$ cat src/burst4_pkg.sv
/*
 * Shared constants, types and lane-mask helpers for the four-word burst
 * write-mask and burst-order block.
 * Assumes a single system clock that is much faster than the controller's
 * input clock pair, so that every input clock edge is seen as a level change.
 */
package burst4_pkg;

    localparam int DATA_W = 36;
    localparam int LANE_W = 9;
    localparam int NIB_W = 4;
    localparam int BYTE_LANES = 4;
    localparam int NIB_LANES = 2;
    localparam int ADDR_HI_W = 3;
    localparam int WORDS = 1 << (ADDR_HI_W + 2);
    localparam logic [1:0] LAST_BEAT = 2'h3;
    localparam logic [1:0] MID_BEAT = 2'h2;
    localparam logic [1:0] FIRST_BEAT = 2'h0;

    typedef enum logic [1:0]
    {
        VAR_X8 = 2'h0,
        VAR_X9 = 2'h1,
        VAR_X18 = 2'h2,
        VAR_X36 = 2'h3
    } variant_t;

    typedef enum logic [2:0]
    {
        ST_IDLE = 3'h1,
        ST_WRITE = 3'h2,
        ST_READ = 3'h4
    } job_state_t;

    typedef struct packed
    {
        logic k;
        logic kn;
        logic load_n;
        logic rw;
        logic [ADDR_HI_W-1:0] addr;
        logic start_lo;
        logic start_hi;
        logic [DATA_W-1:0] d;
        logic [BYTE_LANES-1:0] bw_n;
        logic [NIB_LANES-1:0] nw_n;
    } pins_t;

    // Idle pin levels: no request, read select high, all lanes disabled
    localparam pins_t PINS_RESET = '{
        k: 1'h0, kn: 1'h0, load_n: 1'h1, rw: 1'h1, addr: 3'h0,
        start_lo: 1'h0, start_hi: 1'h0, d: 36'h0, bw_n: 4'hF, nw_n: 2'h3};

    // Burst start pins exist only on the wide variants
    function automatic logic has_start(input variant_t v);
        return (v == VAR_X18) || (v == VAR_X36);
    endfunction

    // Bit mask of the lanes whose active-low enable is low
    function automatic logic [DATA_W-1:0] lane_mask(
        input variant_t v,
        input logic [BYTE_LANES-1:0] bw_n,
        input logic [NIB_LANES-1:0] nw_n);
        logic [DATA_W-1:0] m;
        m = '0;
        case (v)
            VAR_X8:
            begin
                for (int i = 0; i < NIB_LANES; i++)
                    m[i*NIB_W +: NIB_W] = {NIB_W{~nw_n[i]}};
            end
            VAR_X9:
            begin
                m[LANE_W-1:0] = {LANE_W{~bw_n[0]}};
            end
            VAR_X18:
            begin
                for (int i = 0; i < 2; i++)
                    m[i*LANE_W +: LANE_W] = {LANE_W{~bw_n[i]}};
            end
            default:
            begin
                for (int i = 0; i < BYTE_LANES; i++)
                    m[i*LANE_W +: LANE_W] = {LANE_W{~bw_n[i]}};
            end
        endcase
        return m;
    endfunction

endpackage

$ cat src/pin_sync.sv
/*
 * Two-flip-flop synchroniser for a bundle of pin inputs.
 * Assumes each bit is a slow level relative to the clock; the bundle is not
 * guaranteed coherent within a cycle of a change.
 */
module pin_sync
    import burst4_pkg::*;
#(
    parameter int W = 1,
    parameter logic [W-1:0] RST_VAL = '0
)
(
    // Clock and reset
    input wire logic clk_i,
    input wire logic nrst_i,
    // Bundle
    input wire logic [W-1:0] d_i,
    output logic [W-1:0] q_o
);

    logic [W-1:0] meta;

    always_ff @(posedge clk_i or negedge nrst_i)
    begin
        if (!nrst_i)
        begin
            meta <= RST_VAL;
            q_o <= RST_VAL;
        end
        else
        begin
            meta <= d_i;
            q_o <= meta;
        end
    end

endmodule

$ cat src/burst4_write_mask_and_order.sv
/*
 * Device-side logic of a four-word burst synchronous memory: request
 * decode on the primary input clock, lane-masked write capture on both input
 * clock rising edges, wrapping linear burst order, and read-back.
 * Assumes the controller's clock pair and signals are far slower than CLK_I
 * and hold each level for at least three CLK_I cycles around every edge.
 */
//
// Behaviour
// - Lane write controls are sampled on primary and complementary clock rising edges.
// - A lane is stored only when its active-low write control is low.
// - Primary edges capture words one and three, complementary edges two and four.
// - A read right after a write to that address returns new data.
// - Burst words run linearly from the two low address bits, wrapping modulo four.
// - Burst start pins are honoured only on the 18- and 36-bit variants.
// - Only the lane controls matching the variant's data organisation are used.
// - Write select on the second primary edge after a read gives a no-op.
module burst4_write_mask_and_order
    import burst4_pkg::*;
#(
    parameter variant_t VARIANT = VAR_X36
)
(
    // System
    input wire logic CLK_I,
    input wire logic NRST_I,
    // Controller clocks and requests
    input wire logic K_I,
    input wire logic KN_I,
    input wire logic LOAD_REQUEST_N_I,
    input wire logic READ_NOT_WRITE_I,
    input wire logic [ADDR_HI_W-1:0] SYNC_ADDRESS_BUS_I,
    input wire logic BURST_START_BIT_LOW_I,
    input wire logic BURST_START_BIT_HIGH_I,
    // Write data and lane controls
    input wire logic [DATA_W-1:0] D_I,
    input wire logic [BYTE_LANES-1:0] BYTE_LANE_WRITE_ENABLE_N_I,
    input wire logic [NIB_LANES-1:0] NIBBLE_LANE_WRITE_ENABLE_N_I,
    // Read data
    output logic [DATA_W-1:0] Q_O,
    output logic QVALID_O
);

    pins_t raw;
    pins_t pin;
    logic k_prev, kn_prev, k_rise, kn_rise;
    logic slot_odd, last_read, req_valid, req_write;
    logic [ADDR_HI_W-1:0] req_addr, job_addr, addr_now;
    logic [1:0] req_start, job_start, start_now, beat, beat_now, prev_lo;
    job_state_t state;
    logic use_req, do_beat, wr_now;
    logic [ADDR_HI_W+1:0] idx;
    logic [DATA_W-1:0] mask;
    logic [DATA_W-1:0] mem [WORDS];
    logic [DATA_W-1:0] present;

    always_comb
    begin
        raw = PINS_RESET;
        raw.k = K_I;
        raw.kn = KN_I;
        raw.load_n = LOAD_REQUEST_N_I;
        raw.rw = READ_NOT_WRITE_I;
        raw.addr = SYNC_ADDRESS_BUS_I;
        raw.start_lo = BURST_START_BIT_LOW_I;
        raw.start_hi = BURST_START_BIT_HIGH_I;
        raw.d = D_I;
        raw.bw_n = BYTE_LANE_WRITE_ENABLE_N_I;
        raw.nw_n = NIBBLE_LANE_WRITE_ENABLE_N_I;
    end

    pin_sync #(
        .W($bits(pins_t)),
        .RST_VAL(PINS_RESET)
    ) u_sync (
        .clk_i(CLK_I),
        .nrst_i(NRST_I),
        .d_i(raw),
        .q_o(pin)
    );

    // Rising-edge detection of the input clock pair
    always_ff @(posedge CLK_I or negedge NRST_I)
    begin
        if (!NRST_I)
        begin
            k_prev <= 1'h0;
            kn_prev <= 1'h0;
        end
        else
        begin
            k_prev <= pin.k;
            kn_prev <= pin.kn;
        end
    end

    assign k_rise = pin.k & ~k_prev;
    assign kn_rise = pin.kn & ~kn_prev;

    // Request decode, one request per two primary clock cycles
    always_ff @(posedge CLK_I or negedge NRST_I)
    begin
        if (!NRST_I)
        begin
            slot_odd <= 1'h0;
            last_read <= 1'h0;
            req_valid <= 1'h0;
            req_write <= 1'h0;
            req_addr <= '0;
            req_start <= 2'h0;
        end
        else if (k_rise)
        begin
            if (slot_odd)
            begin
                slot_odd <= 1'h0;
                req_valid <= 1'h0;
            end
            else if (!pin.load_n && last_read && !pin.rw)
            begin
                req_valid <= 1'h0;
                last_read <= 1'h0;
            end
            else if (!pin.load_n)
            begin
                slot_odd <= 1'h1;
                req_valid <= 1'h1;
                req_write <= ~pin.rw;
                last_read <= pin.rw;
                req_addr <= pin.addr;
                // start pins only on wide parts
                req_start <= has_start(VARIANT) ? {pin.start_hi, pin.start_lo} : 2'h0;
            end
            else
            begin
                req_valid <= 1'h0;
                last_read <= 1'h0;
            end
        end
    end

    // even words on primary edges, odd words on complementary edges
    assign use_req = k_rise & req_valid;
    assign do_beat = use_req
                   | (k_rise & (state != ST_IDLE) & (beat == MID_BEAT))
                   | (kn_rise & (state != ST_IDLE) & beat[0]);
    assign beat_now = use_req ? FIRST_BEAT : beat;
    assign wr_now = use_req ? req_write : (state == ST_WRITE);
    assign addr_now = use_req ? req_addr : job_addr;
    assign start_now = use_req ? req_start : job_start;
    // wrapping linear order from the start word
    assign idx = {addr_now, 2'(start_now + beat_now)};
    // controls sampled at the same edge as the word
    assign mask = lane_mask(VARIANT, pin.bw_n, pin.nw_n);
    assign present = lane_mask(VARIANT, '0, '0);

    // Burst sequencing
    always_ff @(posedge CLK_I or negedge NRST_I)
    begin
        if (!NRST_I)
        begin
            state <= ST_IDLE;
            beat <= FIRST_BEAT;
            job_addr <= '0;
            job_start <= 2'h0;
            prev_lo <= 2'h0;
        end
        else
        begin
            if (do_beat)
                prev_lo <= idx[1:0];
            if (use_req)
            begin
                state <= req_write ? ST_WRITE : ST_READ;
                beat <= 2'h1;
                job_addr <= req_addr;
                job_start <= req_start;
            end
            else if (do_beat)
            begin
                case (state)
                    ST_WRITE, ST_READ:
                    begin
                        if (beat == LAST_BEAT)
                        begin
                            state <= ST_IDLE;
                            beat <= FIRST_BEAT;
                        end
                        else
                            beat <= beat + 2'h1;
                    end
                    default:
                    begin
                        state <= ST_IDLE;
                        beat <= FIRST_BEAT;
                    end
                endcase
            end
        end
    end

    // Storage array, each word lane-masked on write
    for (genvar e = 0; e < WORDS; e++)
    begin : g_word
        always_ff @(posedge CLK_I or negedge NRST_I)
        begin
            if (!NRST_I)
                mem[e] <= '0;
            else if (do_beat && wr_now && (idx == (ADDR_HI_W+2)'(e)))
                mem[e] <= (mem[e] & ~mask) | (pin.d & mask);
        end
    end

    // words commit at capture, so a following read sees them
    always_ff @(posedge CLK_I or negedge NRST_I)
    begin
        if (!NRST_I)
        begin
            Q_O <= '0;
            QVALID_O <= 1'h0;
        end
        else
        begin
            QVALID_O <= do_beat & ~wr_now;
            if (do_beat && !wr_now)
                Q_O <= mem[idx];
        end
    end
endmodule

$ cat config.mk
export PLATFORM = sky130hd
export DESIGN_NAME = burst4_write_mask_and_order
export DESIGN_NICKNAME = d
export VERILOG_FILES = /design/src/burst4_pkg.sv /design/src/pin_sync.sv /design/src/burst4_write_mask_and_order.sv
export SDC_FILE = /design/constraint.sdc
export NUM_CORES = 2
export LEC_CHECK = 0
export ABC_AREA = 1
export CAP_MARGIN = 20
export CORE_MARGIN = 3
export CORE_UTILIZATION = 55
export CTS_CLUSTER_DIAMETER = 200
export CTS_CLUSTER_SIZE = 28
export DETAILED_ROUTE_END_ITERATION = 16
export DONT_BUFFER_PORTS = 1
export PLACE_DENSITY = 0.79
export SLEW_MARGIN = 20
export SYNTH_ARGS = -nofsm -noshare
export SYNTH_HDL_FRONTEND = slang
export SYNTH_SLANG_ARGS = --single-unit
export TNS_END_PERCENT = 30
$ cat constraint.sdc
create_clock -name CLK_I -period 3.2 [get_ports CLK_I]
set_input_delay 0.96 -clock CLK_I [delete_from_list [all_inputs] [get_ports CLK_I]]
set_output_delay 0.96 -clock CLK_I [all_outputs]
set_load 0.02 [all_outputs]
==> metrics.cfg <==
[global_route]
grt_overflow=0
first_global_vias=43900
grt_max_degree=138
antenna_found_initial=1
grt_usage_pct=26.9
grt_pass1_wl_microns=243000

[routing]
via_count=45500
drt_wl_total_microns=152000
avgRoutedWirePerCell_microns=19.4
initialDrtViolationCount=4839
via_per_inst=5.82
drc=0
first_pass_iters=8
ant_nets=0

[power_and_ir_drop]
peakVddDrop_v=0.000884
power.leakage_nw=30.0
p_per_area_nw_per_um2=785

[logic_synthesis]
yosys.area_share.simple_pct=23.7
async_flop_share_pct=100
yosysUniqueCellTypes=38
synth_seq_cells=1307
synth_xor_area_share_pct=0
yosys-top-cells-area=dfrtp_1 (54%), nand2_1 (14%), o21ai_1 (7.1%)
synth_top_area_share_pct=54.3
post-synth-top-area-cell=dfrtp_1
ys_seq_area_share_pct=54.9
yosys_warnings=0
syn_inst=6621
yosys.area_share.adder_pct=0.0630
syn_nets=6677
synth.mux.area_fraction_pct=6.14
synth_top_family_by_area=simple AND/OR/NAND/NOR gates
synth_ff_type=dfrtp_1
synth_edf_count=0
synth_compound_area_share_pct=10.6
netlist_area_sq_um=59600
syn_area_per_cell_sq_um=9.00

[clocking]
cts-buffers-inserted=52
root_buffer=clkbuf_16
cts_buffer_depth=3
path_clk_slew_ns=0.11
cts_tree=done
insertion_delay_ns=0.69
htree_levels=2
cts_sinks=1307

[die]
dieArea_sq_um=112000
initial_utilization_pct=55.5
die_h_microns=335
rows=120
io_pins=90
coreArea_sq_um=107000
die_x_microns=335

[place]
dp_hpwl_microns=92200
io_buffers=0
gp_congestion=0.840

[final_layout]
final_layout_size_suffix_gt1_share_pct=6.97
antenna_cells=0
layout_commonest_cell=nand2_1
layout_common_cells=nand2_1 (2286), dfrtp_1 (1294), o21ai_1 (839)
area_growth_pct=5.81
final_nets=6437

[worst_setup_path]
end_kind=register
crit_required_ns=3.78
critical_path_arrival_ns=3.62
cpPeakStageDelay_ns=0.40
path_class=reg -> reg
cp_slowest_cell=nor2_8
crit_top_cell=nand3_2
path_cells=inv_1 -> nand3_2 -> inv_2 -> nand2_1 -> nand2_1 -> ha_4 -> nand3_2 -> nand2_8 -> nand2_4 -> nor2_8 -> nand3_2 -> o21ai_0
start_kind=register
path_max_fanout=18

[sta]
fin_crit_ns=3.04
clock.fmax_mhz=329
holdWs_ns=0.221
slew_headroom_pct=29.1
setup_tns_ns=0
rsz0062_at_grt=false
setup_violations=0
clock_skew_ns=0.0264
finalCritPeriodShare_pct=95.0
tightest_slew_ns=1.06
final_hold_viol_count=0
slew_viol_final=0

[outcome]
status=finished, final reports clean

[job]
drv_cap=0

[min_path]
hp-class=in -> async

cells by family (layout without fill, tap and decap cells):
| logic type | count (synthesis) | count (layout) |
|---|---|---|
| and+or+nand+nor | 3111 | 3111 |
| adders and majority gates | 3 | 3 |
| buffers and inverters | 595 | 398 |
| DFF | 1307 | 1307 |
| AOI/OAI and AO/OA | 1240 | 1240 |
| muxes | 365 | 365 |
where the power goes:
| group | internal (mW) | total (mW) | switching, mW |
|---|---|---|---|
| Clock | 3.20 | 8.32 | 5.12 |
| Combinational | 7.50 | 22.9 | 15.4 |
| Sequential | 17.5 | 18.3 | 0.813 |
area by class of cell:
class                           instances  area [sq um]
Fill cell                            8851         44300
Sequential cell                      1307         32700
Multi-Input combinational cell       4719         24200
Timing Repair Buffer                  163          2290
Tap cell                             1403          1760
Clock buffer                           94          1480
Inverter                              138           538
Clock inverter                          3          28.8
critical path: cells and delay by family (launching register included):
family | cells | cell delay, ns
buffers and inverters | 2 | 0.27
AND/OR/NAND/NOR | 8 | 1.76
adder cells (fa/ha/maj) | 1 | 0.16
flip-flops | 1 | 0.39
AO/OA/AOI/OAI | 1 | 0.32
per-stage QoR:
stage	cell area, sq um	cells	total power, mW	utilization (%)	worst slack [ns]
floorplan	59600	6621	32.6	-	0.468
global placement	60900	7697	40.3	56.7	-1.08
detailed placement	61100	7704	40.6	56.9	-1.34
CTS	62700	7807	48.9	58.4	0.0572
global route	63100	7827	51.9	58.7	0.0255
finish	63100	7827	49.5	58.7	0.161
routing by layer:
metal	routed length [microns]	track usage (%)	vias to the layer above
li1	-	-	21200
met1	62900	36.7	22200
met2	71500	43.6	1783
met3	11500	3.95	323
met4	6080	10.8	0
met5	0	0	-
worst paths after layout:
path                                               start                         end  slack (ns)  cells past startpoint
hold reg to reg                          u_sync.meta[23]              u_sync.q_o[23]        0.35                      0
hold / removal                                    NRST_I                     Q_O[35]        0.22                      1
setup reg to reg                                  k_prev                    register        0.16                     12
setup / recovery                                  k_prev                    register        0.16                     12
max in group asynchronous                         NRST_I  asynchronous set/reset pin        0.49                      6
min in group CLK_I         BYTE_LANE_WRITE_ENABLE_N_I[1]              u_sync.meta[3]        0.26                      0
what timing repair did:
item / 4_1_cts / 5_1_grt
pin swaps: 1 / 5
buffers inserted: 2 / 12
hold endpoints to repair: 7 / 0
resized for setup: 1 / 2
hold buffers: 1 / 0
setup endpoints to repair: 270 / 292
gates cloned: 3 / 1
synth_stat cells, types with 7 or more instances:
cell	instances
o21ai_2	27
clkbuf_2	8
o21ai_1	840
mux2i_1	360
nand3_1	365
buf_6	32
buf_1	25
nand3_2	27
nand3_4	104
o21ai_0	364
nor2_1	293
nor2_8	21
dfrtp_1	1294
nand2_1	2288
buf_4	14
inv_2	7
clkbuf_1	263
dfstp_2	13
inv_1	126
buf_2	115
No activity file was read; power rests on OpenSTA's default activity.
